File: config.mk
export PLATFORM = sky130hd
export DESIGN_NAME = ccr_control_regs
export DESIGN_NICKNAME = d
export VERILOG_FILES = /design/src/shared/ccr_pkg.sv /design/src/ccr_control_regs.sv
export SDC_FILE = /design/constraint.sdc
export NUM_CORES = 1
export LEC_CHECK = 0
export BUFFER_PORTS_ARGS = -buffer_cell sky130_fd_sc_hd__buf_2
export CAP_MARGIN = 20
export CORE_MARGIN = 2
export CORE_UTILIZATION = 55
export CTS_BUF_LIST = sky130_fd_sc_hd__clkbuf_4 sky130_fd_sc_hd__clkbuf_8
export DETAILED_ROUTE_END_ITERATION = 10
export PLACE_DENSITY = 0.91
export SKIP_LAST_GASP = 1
export SYNTH_ARGS = -nofsm -noshare
export SYNTH_HDL_FRONTEND = slang
export SYNTH_SLANG_ARGS = --single-unit
export TNS_END_PERCENT = 30
File: constraint.sdc
create_clock -name clock -period 5.26 [get_ports clock]
set_clock_uncertainty 0.1 [all_clocks]
set_input_delay 1.052 -clock clock [delete_from_list [all_inputs] [get_ports clock]]
set_output_delay 1.052 -clock clock [all_outputs]
set_load 0.01 [all_outputs]
File: src/shared/ccr_pkg.sv
package ccr_pkg;
	// Memory map
	localparam logic [15:0] PAGE_CALL_LO = 16'h0800;
	localparam logic [15:0] PAGE_CALL_HI = 16'h0fff;
	localparam logic [15:0] RAM_LO_384   = 16'hfd80;
	localparam logic [15:0] RAM_LO_512   = 16'hfd00;
	localparam logic [15:0] RAM_LO_768   = 16'hfc00;
	localparam logic [15:0] RAM_HI       = 16'hfeff;
	localparam logic [15:0] BANK_LO      = 16'hfee0;
	localparam logic [15:0] SFR_LO       = 16'hff00;
	localparam logic [15:0] RST_VEC_LO   = 16'h0000;
	localparam logic [15:0] RST_VEC_HI   = 16'h0001;
	localparam int          PAGE_OFS_W   = 11;

	// Flags word layout
	localparam logic [7:0] FLAGS_RST   = 8'h02;
	localparam logic [7:0] FLAGS_WMASK = 8'hfb;
	localparam int IE_BIT    = 7;
	localparam int ZERO_BIT  = 6;
	localparam int BANKH_BIT = 5;
	localparam int HC_BIT    = 4;
	localparam int BANKL_BIT = 3;
	localparam int ISL_BIT   = 1;
	localparam int CY_BIT    = 0;

	// APB register offsets
	localparam logic [7:0] OFS_FLAGS = 8'h00;
	localparam logic [7:0] OFS_SP    = 8'h04;
	localparam logic [7:0] OFS_PC    = 8'h08;
	localparam logic [7:0] OFS_STAT  = 8'h0c;
	localparam logic [15:0] SP_RST   = 16'h0000;

	typedef enum logic [3:0] {
		OP_NOP, OP_SEQ, OP_BRANCH, OP_CALL_PAGE, OP_PUSH_FLAGS,
		OP_POP_FLAGS, OP_INT_ENTRY, OP_BREAK, OP_INT_RET, OP_BREAK_RET,
		OP_RET, OP_MASK_ALL, OP_UNMASK, OP_BANK, OP_ALU, OP_LOAD_SP
	} ccr_op_e;

	typedef enum logic [2:0] {
		RG_PAGE_CALL, RG_RAM, RG_BANK, RG_SFR, RG_OTHER
	} ccr_region_e;

	typedef enum logic [2:0] {
		ST_VEC_LO, ST_VEC_HI, ST_IDLE, ST_PUSH, ST_POP
	} ccr_state_e;

	typedef struct packed {
		logic arith;
		logic sub;
		logic with_cy;
		logic z_en;
		logic hc_en;
		logic cy_en;
		logic cy_val;
	} ccr_alu_s;

	typedef struct packed {
		ccr_op_e     op;
		logic [2:0]  len;
		logic        use_reg;
		logic [15:0] value;
		ccr_alu_s    alu;
	} ccr_cmd_s;

	typedef struct packed {
		logic        wr;
		logic [15:0] addr;
		logic [7:0]  wdata;
	} ccr_mem_s;
endpackage

File: src/ccr_control_regs.sv
`timescale 1ns/1ps
// What this block does
// - Page call target forced into 0800H..0FFFH
// - RAM start follows size variant, ends FEFFH
// - FEE0H..FEFFH decoded as four register banks
// - No instruction fetch from bank window
// - FF00H..FFFFH decoded as peripheral space
// - Program counter advances by instruction length
// - Branch loads immediate or register pair
// - Reset loads counter from 0000H/0001H
// - Vector low byte even, high odd
// - Flags pushed and popped on stack
// - Flags word resets to 02H
// - Interrupts blocked while enable flag clear
// - Enable cleared by mask/acknowledge, set unmask
// - Zero flag tracks zero result
// - Two-bit bank field set by switch
// - Half carry from bit 3 carry/borrow
// - Low priority refused while service flag clear
// - Carry: arithmetic, rotate, bit accumulator
// - Stack pointer predecrement, postincrement
// - Stack confined to internal RAM
// - Stack pointer must be loaded before use
module ccr_control_regs #(
	parameter int RAM_BYTES = 768
) (
	// Clock and reset
	input  wire logic                 clock,
	input  wire logic                 reset_n,
	// APB slave
	input  wire logic                 psel,
	input  wire logic                 penable,
	input  wire logic                 pwrite,
	input  wire logic [7:0]           paddr,
	input  wire logic [31:0]          pwdata,
	output logic                      pready,
	output logic [31:0]               prdata,
	output logic                      pslverr,
	// Core command port
	input  wire logic                 cmd_valid,
	input  wire ccr_pkg::ccr_cmd_s    cmd,
	input  wire logic [15:0]          reg_pair,
	output logic                      cmd_ready,
	// Stack and vector memory port
	output logic                      mem_req,
	output ccr_pkg::ccr_mem_s         mem,
	input  wire logic                 mem_ack,
	input  wire logic [7:0]           mem_rdata,
	// Interrupt gating
	input  wire logic                 irq_req,
	input  wire logic                 irq_masked,
	input  wire logic                 irq_low,
	output logic                      irq_take,
	// Address decode and state view
	input  wire logic [15:0]          probe_addr,
	output ccr_pkg::ccr_region_e      probe_region,
	output logic [15:0]               fetch_addr,
	output logic                      fetch_blocked,
	output logic [7:0]                flags,
	output logic [7:0]                alu_result,
	output logic [1:0]                bank
);

	localparam logic [15:0] RAM_LO =
		(RAM_BYTES == 384) ? ccr_pkg::RAM_LO_384 :
		(RAM_BYTES == 512) ? ccr_pkg::RAM_LO_512 :
		ccr_pkg::RAM_LO_768;

	function automatic ccr_pkg::ccr_region_e region_of(
		input logic [15:0] a
	);
		if (a >= ccr_pkg::SFR_LO) begin
			region_of = ccr_pkg::RG_SFR;
		end else if (a >= ccr_pkg::BANK_LO && a <= ccr_pkg::RAM_HI) begin
			region_of = ccr_pkg::RG_BANK;
		end else if (a >= RAM_LO && a <= ccr_pkg::RAM_HI) begin
			region_of = ccr_pkg::RG_RAM;
		end else if (a >= ccr_pkg::PAGE_CALL_LO &&
			a <= ccr_pkg::PAGE_CALL_HI) begin
			region_of = ccr_pkg::RG_PAGE_CALL;
		end else begin
			region_of = ccr_pkg::RG_OTHER;
		end
	endfunction

	ccr_pkg::ccr_state_e state_reg;
	ccr_pkg::ccr_op_e    op_reg;
	ccr_pkg::ccr_mem_s   mem_reg;
	logic [15:0]         pc_reg;
	logic [15:0]         pc_next;
	logic [15:0]         sp_reg;
	logic [15:0]         vec_reg;
	logic [15:0]         tgt_reg;
	logic [7:0]          flags_reg;
	logic [7:0]          alu_res_reg;
	logic [31:0]         prdata_reg;
	logic [1:0]          idx_reg;
	logic [1:0]          last_reg;
	logic [1:0]          n_bytes;
	logic [1:0]          first_idx;
	logic                mem_req_reg;
	logic                sp_loaded_reg;
	logic                stack_fault_reg;
	logic                fetch_flt_reg;
	logic                fetch_blk_reg;
	logic                boot_done_reg;
	logic                is_push;
	logic                is_pop;
	logic                stack_ok;
	logic                cmd_go;
	logic                apb_wr;
	logic                apb_hit;
	logic                push_go;
	logic                pop_go;
	logic                step_ack;
	logic                step_last;
	logic [8:0]          alu_sum;
	logic [4:0]          alu_nib;
	logic                alu_cin;
	logic [7:0]          alu_a;
	logic [7:0]          alu_b;
	logic [1:0]          cmd_bank;
	logic [15:0]         cmd_value;

	assign cmd_ready = state_reg == ccr_pkg::ST_IDLE;
	assign cmd_go    = cmd_valid && cmd_ready;
	assign cmd_value = cmd.value;
	assign cmd_bank  = cmd.value[1:0];
	assign step_ack  = mem_req_reg && mem_ack;
	assign step_last = idx_reg == last_reg;

	// Stack sequence shape per command
	always_comb begin
		is_push   = 1'b0;
		is_pop    = 1'b0;
		n_bytes   = 2'd3;
		first_idx = 2'd0;
		case (cmd.op)
			ccr_pkg::OP_INT_ENTRY, ccr_pkg::OP_BREAK: begin
				is_push = 1'b1;
			end
			ccr_pkg::OP_CALL_PAGE: begin
				is_push   = 1'b1;
				n_bytes   = 2'd2;
				first_idx = 2'd1;
			end
			ccr_pkg::OP_PUSH_FLAGS: begin
				is_push = 1'b1;
				n_bytes = 2'd1;
			end
			ccr_pkg::OP_INT_RET, ccr_pkg::OP_BREAK_RET: begin
				is_pop = 1'b1;
			end
			ccr_pkg::OP_RET: begin
				is_pop  = 1'b1;
				n_bytes = 2'd2;
			end
			ccr_pkg::OP_POP_FLAGS: begin
				is_pop    = 1'b1;
				n_bytes   = 2'd1;
				first_idx = 2'd2;
			end
			default: begin
			end
		endcase
	end

	// Whole transfer must stay inside RAM
	always_comb begin
		if (is_push) begin
			stack_ok = {1'b0, sp_reg} >= {1'b0, RAM_LO} + 17'(n_bytes) &&
				{1'b0, sp_reg} <= {1'b0, ccr_pkg::RAM_HI} + 17'h1;
		end else begin
			stack_ok = sp_reg >= RAM_LO &&
				{1'b0, sp_reg} + 17'(n_bytes) <=
				{1'b0, ccr_pkg::RAM_HI} + 17'h1;
		end
		stack_ok = stack_ok && sp_loaded_reg;
	end

	assign push_go = cmd_go && is_push && stack_ok;
	assign pop_go  = cmd_go && is_pop && stack_ok;

	function automatic logic [7:0] push_byte(input logic [1:0] i);
		if (i == 2'd0) begin
			push_byte = flags_reg;
		end else if (i == 2'd1) begin
			push_byte = pc_reg[15:8];
		end else begin
			push_byte = pc_reg[7:0];
		end
	endfunction

	// Arithmetic flags
	assign alu_a   = cmd.value[15:8];
	assign alu_b   = cmd.value[7:0];
	assign alu_cin = cmd.alu.with_cy && flags_reg[ccr_pkg::CY_BIT];
	always_comb begin
		if (cmd.alu.sub) begin
			alu_sum = {1'b0, alu_a} - {1'b0, alu_b} - 9'(alu_cin);
			alu_nib = {1'b0, alu_a[3:0]} - {1'b0, alu_b[3:0]} -
				5'(alu_cin);
		end else begin
			alu_sum = {1'b0, alu_a} + {1'b0, alu_b} + 9'(alu_cin);
			alu_nib = {1'b0, alu_a[3:0]} + {1'b0, alu_b[3:0]} +
				5'(alu_cin);
		end
	end

	// Sequencer
	always_ff @(posedge clock or negedge reset_n) begin
		if (!reset_n) begin
			state_reg     <= ccr_pkg::ST_VEC_LO;
			op_reg        <= ccr_pkg::OP_NOP;
			idx_reg       <= 2'd0;
			last_reg      <= 2'd0;
			vec_reg       <= ccr_pkg::RST_VEC_LO;
			tgt_reg       <= ccr_pkg::PAGE_CALL_LO;
			boot_done_reg <= 1'b0;
		end else begin
			case (state_reg)
				ccr_pkg::ST_VEC_LO: begin
					if (step_ack) begin
						state_reg <= ccr_pkg::ST_VEC_HI;
					end
				end
				ccr_pkg::ST_VEC_HI: begin
					if (step_ack) begin
						state_reg     <= ccr_pkg::ST_IDLE;
						boot_done_reg <= 1'b1;
					end
				end
				ccr_pkg::ST_IDLE: begin
					if (push_go || pop_go) begin
						state_reg <= push_go ? ccr_pkg::ST_PUSH :
							ccr_pkg::ST_POP;
						op_reg    <= cmd.op;
						idx_reg   <= first_idx;
						// Last byte index of this sequence
						last_reg  <= first_idx + n_bytes - 2'd1;
						vec_reg   <= {cmd.value[15:1], 1'b0};
						tgt_reg   <= ccr_pkg::PAGE_CALL_LO |
							{5'h00, cmd.value[ccr_pkg::PAGE_OFS_W-1:0]};
					end
				end
				ccr_pkg::ST_PUSH: begin
					if (step_ack) begin
						idx_reg <= idx_reg + 2'd1;
						if (step_last) begin
							state_reg <= (op_reg == ccr_pkg::OP_CALL_PAGE ||
								op_reg == ccr_pkg::OP_PUSH_FLAGS) ?
								ccr_pkg::ST_IDLE : ccr_pkg::ST_VEC_LO;
						end
					end
				end
				ccr_pkg::ST_POP: begin
					if (step_ack) begin
						idx_reg <= idx_reg + 2'd1;
						if (step_last) begin
							state_reg <= ccr_pkg::ST_IDLE;
						end
					end
				end
				default: begin
					state_reg <= ccr_pkg::ST_IDLE;
				end
			endcase
		end
	end

	// Memory request
	always_ff @(posedge clock or negedge reset_n) begin
		if (!reset_n) begin
			mem_req_reg   <= 1'b1;
			mem_reg.wr    <= 1'b0;
			mem_reg.addr  <= ccr_pkg::RST_VEC_LO;
			mem_reg.wdata <= 8'h00;
		end else if (push_go) begin
			mem_req_reg   <= 1'b1;
			mem_reg.wr    <= 1'b1;
			mem_reg.addr  <= sp_reg - 16'h1;
			mem_reg.wdata <= push_byte(first_idx);
		end else if (pop_go) begin
			mem_req_reg  <= 1'b1;
			mem_reg.wr   <= 1'b0;
			mem_reg.addr <= sp_reg;
		end else if (step_ack) begin
			mem_req_reg <= 1'b0;
			mem_reg.wr  <= 1'b0;
			if (state_reg == ccr_pkg::ST_VEC_LO) begin
				mem_req_reg  <= 1'b1;
				mem_reg.addr <= {vec_reg[15:1], 1'b1};
			end else if (state_reg == ccr_pkg::ST_PUSH) begin
				if (!step_last) begin
					mem_req_reg   <= 1'b1;
					mem_reg.wr    <= 1'b1;
					mem_reg.addr  <= sp_reg - 16'h1;
					mem_reg.wdata <= push_byte(idx_reg + 2'd1);
				end else if (op_reg == ccr_pkg::OP_INT_ENTRY ||
					op_reg == ccr_pkg::OP_BREAK) begin
					mem_req_reg  <= 1'b1;
					mem_reg.addr <= vec_reg;
				end
			end else if (state_reg == ccr_pkg::ST_POP && !step_last) begin
				mem_req_reg  <= 1'b1;
				mem_reg.addr <= sp_reg + 16'h1;
			end
		end
	end

	// Stack pointer
	always_ff @(posedge clock or negedge reset_n) begin
		if (!reset_n) begin
			sp_reg        <= ccr_pkg::SP_RST;
			sp_loaded_reg <= 1'b0;
		end else if (push_go || (step_ack && state_reg ==
			ccr_pkg::ST_PUSH && !step_last)) begin
			sp_reg <= sp_reg - 16'h1;
		end else if (step_ack && state_reg == ccr_pkg::ST_POP) begin
			sp_reg <= sp_reg + 16'h1;
		end else if (cmd_go && cmd.op == ccr_pkg::OP_LOAD_SP) begin
			sp_reg        <= cmd.value;
			sp_loaded_reg <= 1'b1;
		end else if (apb_wr && paddr == ccr_pkg::OFS_SP &&
			state_reg == ccr_pkg::ST_IDLE) begin
			sp_reg        <= pwdata[15:0];
			sp_loaded_reg <= 1'b1;
		end
	end

	// Program counter
	always_comb begin
		pc_next = pc_reg;
		if (cmd_go && cmd.op == ccr_pkg::OP_SEQ) begin
			pc_next = pc_reg + {13'h0000, cmd.len};
		end else if (cmd_go && cmd.op == ccr_pkg::OP_BRANCH) begin
			pc_next = cmd.use_reg ? reg_pair : cmd.value;
		end
		if (step_ack) begin
			if (state_reg == ccr_pkg::ST_VEC_LO) begin
				pc_next[7:0] = mem_rdata;
			end else if (state_reg == ccr_pkg::ST_VEC_HI) begin
				pc_next[15:8] = mem_rdata;
			end else if (state_reg == ccr_pkg::ST_POP) begin
				if (idx_reg == 2'd0) begin
					pc_next[7:0] = mem_rdata;
				end else if (idx_reg == 2'd1) begin
					pc_next[15:8] = mem_rdata;
				end
			end else if (state_reg == ccr_pkg::ST_PUSH && step_last &&
				op_reg == ccr_pkg::OP_CALL_PAGE) begin
				pc_next = tgt_reg;
			end
		end
	end

	always_ff @(posedge clock or negedge reset_n) begin
		if (!reset_n) begin
			pc_reg        <= ccr_pkg::RST_VEC_LO;
			fetch_blk_reg <= 1'b0;
		end else begin
			pc_reg        <= pc_next;
			fetch_blk_reg <= region_of(pc_next) == ccr_pkg::RG_BANK;
		end
	end

	// Flags word
	always_ff @(posedge clock or negedge reset_n) begin
		if (!reset_n) begin
			flags_reg   <= ccr_pkg::FLAGS_RST;
			alu_res_reg <= 8'h00;
		end else if (step_ack && state_reg == ccr_pkg::ST_POP &&
			idx_reg == 2'd2) begin
			flags_reg <= mem_rdata & ccr_pkg::FLAGS_WMASK;
		end else if (cmd_go) begin
			case (cmd.op)
				ccr_pkg::OP_MASK_ALL: flags_reg[ccr_pkg::IE_BIT] <= 1'b0;
				ccr_pkg::OP_UNMASK:   flags_reg[ccr_pkg::IE_BIT] <= 1'b1;
				ccr_pkg::OP_INT_ENTRY: begin
					if (stack_ok) begin
						flags_reg[ccr_pkg::IE_BIT] <= 1'b0;
					end
				end
				ccr_pkg::OP_BANK: begin
					flags_reg[ccr_pkg::BANKH_BIT] <= cmd.value[1];
					flags_reg[ccr_pkg::BANKL_BIT] <= cmd.value[0];
				end
				ccr_pkg::OP_ALU: begin
					alu_res_reg <= alu_sum[7:0];
					if (cmd.alu.z_en) begin
						flags_reg[ccr_pkg::ZERO_BIT] <=
							alu_sum[7:0] == 8'h00;
					end
					if (cmd.alu.hc_en) begin
						flags_reg[ccr_pkg::HC_BIT] <= alu_nib[4];
					end
					if (cmd.alu.cy_en) begin
						flags_reg[ccr_pkg::CY_BIT] <= cmd.alu.arith ?
							alu_sum[8] : cmd.alu.cy_val;
					end
				end
				default: begin
				end
			endcase
		end else if (apb_wr && paddr == ccr_pkg::OFS_FLAGS) begin
			flags_reg <= pwdata[7:0] & ccr_pkg::FLAGS_WMASK;
		end
	end

	assign irq_take = irq_req && !irq_masked &&
		flags_reg[ccr_pkg::IE_BIT] &&
		(flags_reg[ccr_pkg::ISL_BIT] || !irq_low);

	// Sticky status, set beats clear
	always_ff @(posedge clock or negedge reset_n) begin
		if (!reset_n) begin
			stack_fault_reg <= 1'b0;
			fetch_flt_reg   <= 1'b0;
		end else begin
			if (cmd_go && (is_push || is_pop) && !stack_ok) begin
				stack_fault_reg <= 1'b1;
			end else if (apb_wr && paddr == ccr_pkg::OFS_STAT &&
				pwdata[0]) begin
				stack_fault_reg <= 1'b0;
			end
			if (fetch_blk_reg) begin
				fetch_flt_reg <= 1'b1;
			end else if (apb_wr && paddr == ccr_pkg::OFS_STAT &&
				pwdata[1]) begin
				fetch_flt_reg <= 1'b0;
			end
		end
	end

	// APB slave, zero wait states
	assign pready  = 1'b1;
	assign apb_wr  = psel && penable && pwrite;
	assign apb_hit = paddr == ccr_pkg::OFS_FLAGS ||
		paddr == ccr_pkg::OFS_SP || paddr == ccr_pkg::OFS_PC ||
		paddr == ccr_pkg::OFS_STAT;
	assign pslverr = psel && penable && (!apb_hit ||
		(pwrite && paddr == ccr_pkg::OFS_PC));

	always_ff @(posedge clock or negedge reset_n) begin
		if (!reset_n) begin
			prdata_reg <= 32'h0000_0000;
		end else if (psel && !penable) begin
			if (paddr == ccr_pkg::OFS_FLAGS) begin
				prdata_reg <= {24'h000000, flags_reg};
			end else if (paddr == ccr_pkg::OFS_SP) begin
				prdata_reg <= {16'h0000, sp_reg};
			end else if (paddr == ccr_pkg::OFS_PC) begin
				prdata_reg <= {16'h0000, pc_reg};
			end else if (paddr == ccr_pkg::OFS_STAT) begin
				prdata_reg <= {28'h0000000, !cmd_ready, sp_loaded_reg,
					fetch_flt_reg, stack_fault_reg};
			end else begin
				prdata_reg <= 32'h0000_0000;
			end
		end
	end

	always_ff @(posedge clock or negedge reset_n) begin
		if (!reset_n) begin
			probe_region <= ccr_pkg::RG_OTHER;
		end else begin
			probe_region <= region_of(probe_addr);
		end
	end

	assign prdata        = prdata_reg;
	assign mem_req       = mem_req_reg;
	assign mem           = mem_reg;
	assign fetch_addr    = pc_reg;
	assign fetch_blocked = fetch_blk_reg;
	assign flags         = flags_reg;
	assign alu_result    = alu_res_reg;
	assign bank          = {flags_reg[ccr_pkg::BANKH_BIT],
		flags_reg[ccr_pkg::BANKL_BIT]};
endmodule
Word level (Yosys, flattened, before mapping)
Cells that the tools add are included.
- output and inout port bits: 100
- register bits after elaboration: 150
- word-level logic and storage cells: 304
- $lt $le $gt $ge: 16
- add/subtract/negate cells: 16
- bitwise gates (word level): 3
- reduce and logical (&&, ||, !) cells: 94
- equality and inequality tests: 52
- mux-type cells: 98
- operators with widths (kind ; count):
    16-bit two-way mux ; 18
    8-bit two-way mux ; 17
    16-bit greater-or-equal comparator, second input constant ; 7
    25-bit two-way mux ; 2
    16-bit <= comparator, second input constant ; 3
    3-bit two-way mux ; 16
    1-bit logical AND ; 42
    4-bit equality test, second input constant ; 8
    16-bit by 12-bit greater-or-equal comparator with 1-bit output, second input constant ; 2
    16-bit by 12-bit <= comparator with 1-bit output, second input constant ; 2
    1-bit two-way mux ; 31
    4-bit by 3-bit equality test with 1-bit output, second input constant ; 7
    3-bit AND reduction ; 8
    2-bit != test, second input constant ; 9
    16-bit by 2-bit adder with 17-bit output ; 1
    16-bit by 2-bit adder with 17-bit output, first input constant ; 1
    16-bit by 17-bit greater-or-equal comparator with 1-bit output ; 1
    17-bit by 16-bit <= comparator with 1-bit output, second input constant ; 1
    17-bit two-way mux ; 1
    16-bit by 1-bit adder with 16-bit output, second input constant ; 1
    16-bit by 3-bit adder with 16-bit output ; 1
    8-bit by 4-bit equality test with 1-bit output, second input constant ; 2
    8-bit logical NOT ; 2
    16-bit by 1-bit subtractor with 16-bit output, second input constant ; 1
    other kinds (47) ; 95

Logic depth before layout (Yosys ltp)
- depth after elaboration: 18
- gate-level depth with buffers: 16

Least setup slack after synthesis
OpenSTA, ideal clock, no wires.
- path type: input to register
- from: input port cmd[27] (netlist bit)
- to: register last_reg[1]
- slack: 1266 ps
- cell stages on the path: 15
- data arrival time: 3769 ps
- library setup time: 125 ps
- buffers on the path: 3
- data required time: 5035 ps
- cell sequence: clkbuf_1 > xor2_1 > nand3b_1 > ha_1 > inv_1 > fa_1 > nand3b_1 > or3_1 > a221oi_2 > nand2_1 > o21ai_2 > buf_6 > nor2_4 > buf_6 > mux2_4
- longest elaborated chain between the ends: 11
- elaborated cells on any way between the ends: 32
- those cells by class: add/sub (4); order compare (2); eq/ne (8); mux (5); reduce/logical (13)
- ends and longest elaborated chain (what ; RTL line ; text):
    from (decl) ; ccr_control_regs.sv:41 ; input wire ccr_pkg::ccr_cmd_s cmd,
    4-bit by 3-bit equality test with 1-bit output (tied with other cells) ; ccr_control_regs.sv:138 ; case (cmd.op)
    2-bit OR reduction (no source line) ; -- ;
    2-bit one-hot mux with 2 select lines ; ccr_control_regs.sv:138 ;
    16-bit by 2-bit adder with 17-bit output (on tied branches) ; ccr_control_regs.sv:175, ccr_control_regs.sv:171 ;
    17-bit by 16-bit <= comparator with 1-bit output (not written as such) or 16-bit by 17-bit greater-or-equal comparator with 1-bit output (tied branches) ; ccr_control_regs.sv:175, ccr_control_regs.sv:171 ;
    1-bit logical AND (on tied branches) ; ccr_control_regs.sv:174, ccr_control_regs.sv:171 ;
    1-bit two-way mux ; ccr_control_regs.sv:170 ; if (is_push) begin
    1-bit logical AND ; ccr_control_regs.sv:178 ; stack_ok = stack_ok && sp_loaded_reg;
    1-bit logical AND (on tied branches) ; ccr_control_regs.sv:181, ccr_control_regs.sv:182 ;
    1-bit logical OR ; ccr_control_regs.sv:234 ; if (push_go || pop_go) begin
    2-bit AND reduction (no source line) ; -- ;
    to (signal assigned) ; ccr_control_regs.sv:240 ; last_reg <= first_idx + n_bytes - 2'd1;
    to (decl) ; ccr_control_regs.sv:98 ; logic [1:0] last_reg;
Parallel ways exist; a longest one is shown, timed or not.
A chain may end at the register's enable or synchronous reset.

Final worst setup path
- from: input port cmd[27] (netlist bit)
- to: register mem_reg (netlist bit mem[9])
- longest elaborated chain between the ends: 11
- elaborated cells on any way between the ends: 33
- those cells by class: add/sub (2); order compare (2); eq/ne (9); mux (6); reduce/logical (14)
- ends and longest elaborated chain (what ; RTL line ; text):
    4-bit by 3-bit equality test with 1-bit output (tied with other cells) ; ccr_control_regs.sv:138 ;
    2-bit OR reduction (no source line) ; -- ;
    2-bit one-hot mux with 2 select lines ; ccr_control_regs.sv:138 ;
    16-bit by 2-bit adder with 17-bit output (on tied branches) ; ccr_control_regs.sv:175, ccr_control_regs.sv:171 ;
    17-bit by 16-bit <= comparator with 1-bit output (not written as such) or 16-bit by 17-bit greater-or-equal comparator with 1-bit output (tied branches) ; ccr_control_regs.sv:175, ccr_control_regs.sv:171 ;
    1-bit logical AND (on tied branches) ; ccr_control_regs.sv:174, ccr_control_regs.sv:171 ;
    1-bit two-way mux ; ccr_control_regs.sv:170 ;
    1-bit logical AND ; ccr_control_regs.sv:178 ;
    1-bit logical AND (on tied branches) ; ccr_control_regs.sv:181, ccr_control_regs.sv:182 ;
    6-bit by 5-bit != test with 1-bit output (no source line) (tied with other cells) ; -- ;
    3-bit AND reduction (no source line) or 25-bit two-way mux (tied branches) ; -- ;
    to (decl) ; ccr_control_regs.sv:88 ; ccr_pkg::ccr_mem_s mem_reg;
Parallel ways exist; a longest one is shown, timed or not.

==> results.toml <==
[outcome]
status = "completed"

[setup_path]
crit_path_max_incr_delay_ns = 0.39
rr_startpoint = "state_reg[1]"
cp_data_arrival_time_ns = 4.29
crit_path_start_kind = "primary input"
critPathMostFrequentCell = "nand3b_1"
worstSetupStartpoint = "cmd[27]"
crit_required_ns = 5.52
cp_max_fo = 15
cp-end-kind = "register"
critical_path_class = "primary input to register"
r2r_end = "sp_reg[9]"
reg2reg_setup_slack_ns = 1.45
slowest_stage = "fa_1"
worst-r2r-cell-count = 9
path_cells = "buf_2 -> xor2_1 -> nand3b_1 -> ha_1 -> inv_1 -> fa_1 -> nand3b_1 -> or3_1 -> a221oi_2 -> nand2_1 -> o21ai_2 -> buf_4 -> o21bai_2 -> o221a_2"

[pwr]
sw_frac_of_total_pct = 47.9
comb_power_share_pct = 42.5
seqPwrFrac_pct = 38.2
p_leak_nw = 5.22
p_int_mw = 2.41
clkPwrFrac_pct = 19.2
p_per_area_mw_per_mm2 = 407
switchingPower_mw = 2.22
vdd_drop_max_uv = 254

[logic_synthesis]
yosys_register_bits = 123
seq_area_frac_synth_pct = 30.3
yosys_warnings = 0
synthCells = 1269
synth-edff-count = 0
synthFlopType = "dfrtp_1"
synth_top_area_share_pct = 29.6
synth_commonest_cells = "nand2_1 (171), dfrtp_1 (120), nor2_1 (108)"
yosys-top-cells-area = "dfrtp_1 (30%), nand2_1 (6.3%), o21ai_0 (5.3%), a21oi_1 (4.6%), mux2i_1 (4.4%)"
syn_avg_cell_area_sq_um = 8.00
synth_area_sq_mm = 0.0102
ys_types = 86
ys_async_sr_fraction_pct = 100
yosys.cell_count.top_type = "nand2_1"
yosysTopAreaCell = "dfrtp_1"

[global_routing]
grt.overflow.total = 0
grt_pass1_vias = 10119
grt_first_pass_wirelength_um = 55500
track_usage_pct = 36.3
antenna_found_initial = 3
grt_max_degree = 48

[clock_network]
numCtsBuffers = 17
clk_pin_slew_ns = 0.07
cts_max_level = 4
clockRootBuffer = "clkbuf_8"
clk_path_buf_depth = 2
clock_latency_ns = 0.47
clock-sinks = 123
cts-resized-gates = 0
ctsHoldBuffers = 0
post-cts-setup-buffers = 0
cts_tree = "built"

[sta]
finalCritPeriodShare_pct = 76.7
finalCriticalPeriod_ns = 4.04
whs_ns = 0.377
worstMarginPinSlew_ns = 1.04
fin_tns_setup_ns = 0
maxSlewViolCount = 0
setup_viol_count_final = 0
timing.fmax_ghz = 0.248
slew_headroom_pct = 30.2
hold_viol = 0
rsz0062_at_grt = "no"

[min_path]
hp-class = "register to register"
holdPathEnd = "mem[3]"
hold_depth = 2
hold_path_startpoint = "mem[3]"

[floorplanning]
rows = 49
io_pins = 221
die_h_um = 140
core-area_sq_mm = 0.0180
dieArea_sq_mm = 0.0196
start_util_pct = 56.3
die_w_um = 140

[detailed_routing]
wirelength_um = 36300
firstDrtPassIters = 9
first_iter_violations = 1510
drc = 0
vias_per_cell = 6.61
ant_nets = 0
num_vias = 10830
wl_per_cell_um = 22.2

[final_layout]
drive_gt1_share_pct = 20.6
largest_reg_flops = 25
syn2layout_area_growth_pct = 12.0
fin_cells = 1638
final_nets = 1557

[placement]
dpl.hpwl_um = 27200
place_congestion = 1.04
io_buffers = 181
place_inst = 1605

[run]
drv_cap = 0
worst max path at each step:
stage               slack [ns]     endpoint  cells after the start
finish                    1.22       mem[9]                     14
CTS                       1.27       mem[9]                     14
global route              1.01   idx_reg[1]                     14
detailed placement        0.81       mem[9]                     14
global placement          0.88       mem[9]                     14
floorplan                 1.27  last_reg[1]                     15
power groups by stage:
stage	registers (mW)	logic, mW	clock network (mW)
final	1.77	1.97	0.891
after global routing	1.78	2.14	0.924
after CTS	1.72	1.91	0.893
after detailed placement	1.73	1.89	0
after global placement	1.72	1.85	0
after floorplan	1.42	1.50	0
kinds of logic (layout without fill, tap and decap cells):
group | after synthesis | after routing | share of synthesized area [%]
AO/OA/AOI/OAI | 387 | 387 | 24.4
XOR/XNOR | 44 | 44 | 3.79
adder cells (fa/ha/maj) | 41 | 41 | 5.49
buffers and inverters | 160 | 283 | 7.56
flip-flops | 123 | 123 | 30.3
multiplexers | 68 | 68 | 7.54
other | 2 | 19 | 0.0739
AND/OR/NAND/NOR | 444 | 444 | 20.8
layer usage:
metal	share of wire [%]	routed length, um	up-vias	GRT usage (%)
met2	45	16200	836	57.0
met4	5.8	2110	2	17.3
met1	37	13300	5013	46.5
li1	-	-	4781	-
met5	0.019	7	-	0
met3	13	4750	198	9.88
layout by cell type (no fill, tap or decap), types with 17 or more instances in the layout:
master and n:
xnor2_1 31, a21oi_1 93, o22ai_1 24, nor3_1 36
nand2_1 171, mux2i_1 45, ha_1 35, buf_2 180
nor2_1 108, clkbuf_8 20, o21ai_0 107, a211oi_1 21
nand3_1 29, conb_1 18, a22oi_1 17, dfrtp_1 120
inv_1 56
metrics by stage:
| step | power (mW) | setup WS, ns | utilization (%) | area [sq um] |
|---|---|---|---|---|
| 6_report | 4.63 | 1.22 | 63.1 | 11400 |
| 5_1_grt | 4.84 | 1.01 | 63.1 | 11400 |
| 3_3_place_gp | 3.57 | 0.877 | 60.8 | 11000 |
| 3_5_place_dp | 3.63 | 0.808 | 60.8 | 11000 |
| 2_1_floorplan | 2.92 | 1.27 | - | 10200 |
| 4_1_cts | 4.52 | 1.27 | 63.1 | 11400 |
worst max-delay path: cells and delay by family:
kind | cells | cell delay (ns)
buf+inv | 3 | 0.50
fa+ha+maj | 2 | 0.60
compound gates | 4 | 1.07
simple gates | 4 | 0.85
xor+xnor | 1 | 0.19
area by class of cell:
| cell class | instances | area (sq um) |
|---|---|---|
| Timing Repair Buffer | 194 | 1010 |
| Fill cell | 1543 | 6650 |
| Tap cell | 229 | 287 |
| Antenna cell | 1 | 2.50 |
| Clock buffer | 22 | 290 |
| Sequential cell | 123 | 3080 |
| Inverter | 57 | 214 |
| Multi-Input combinational cell | 1002 | 6370 |
| Clock inverter | 10 | 115 |
No activity file was read; power rests on OpenSTA's default activity.
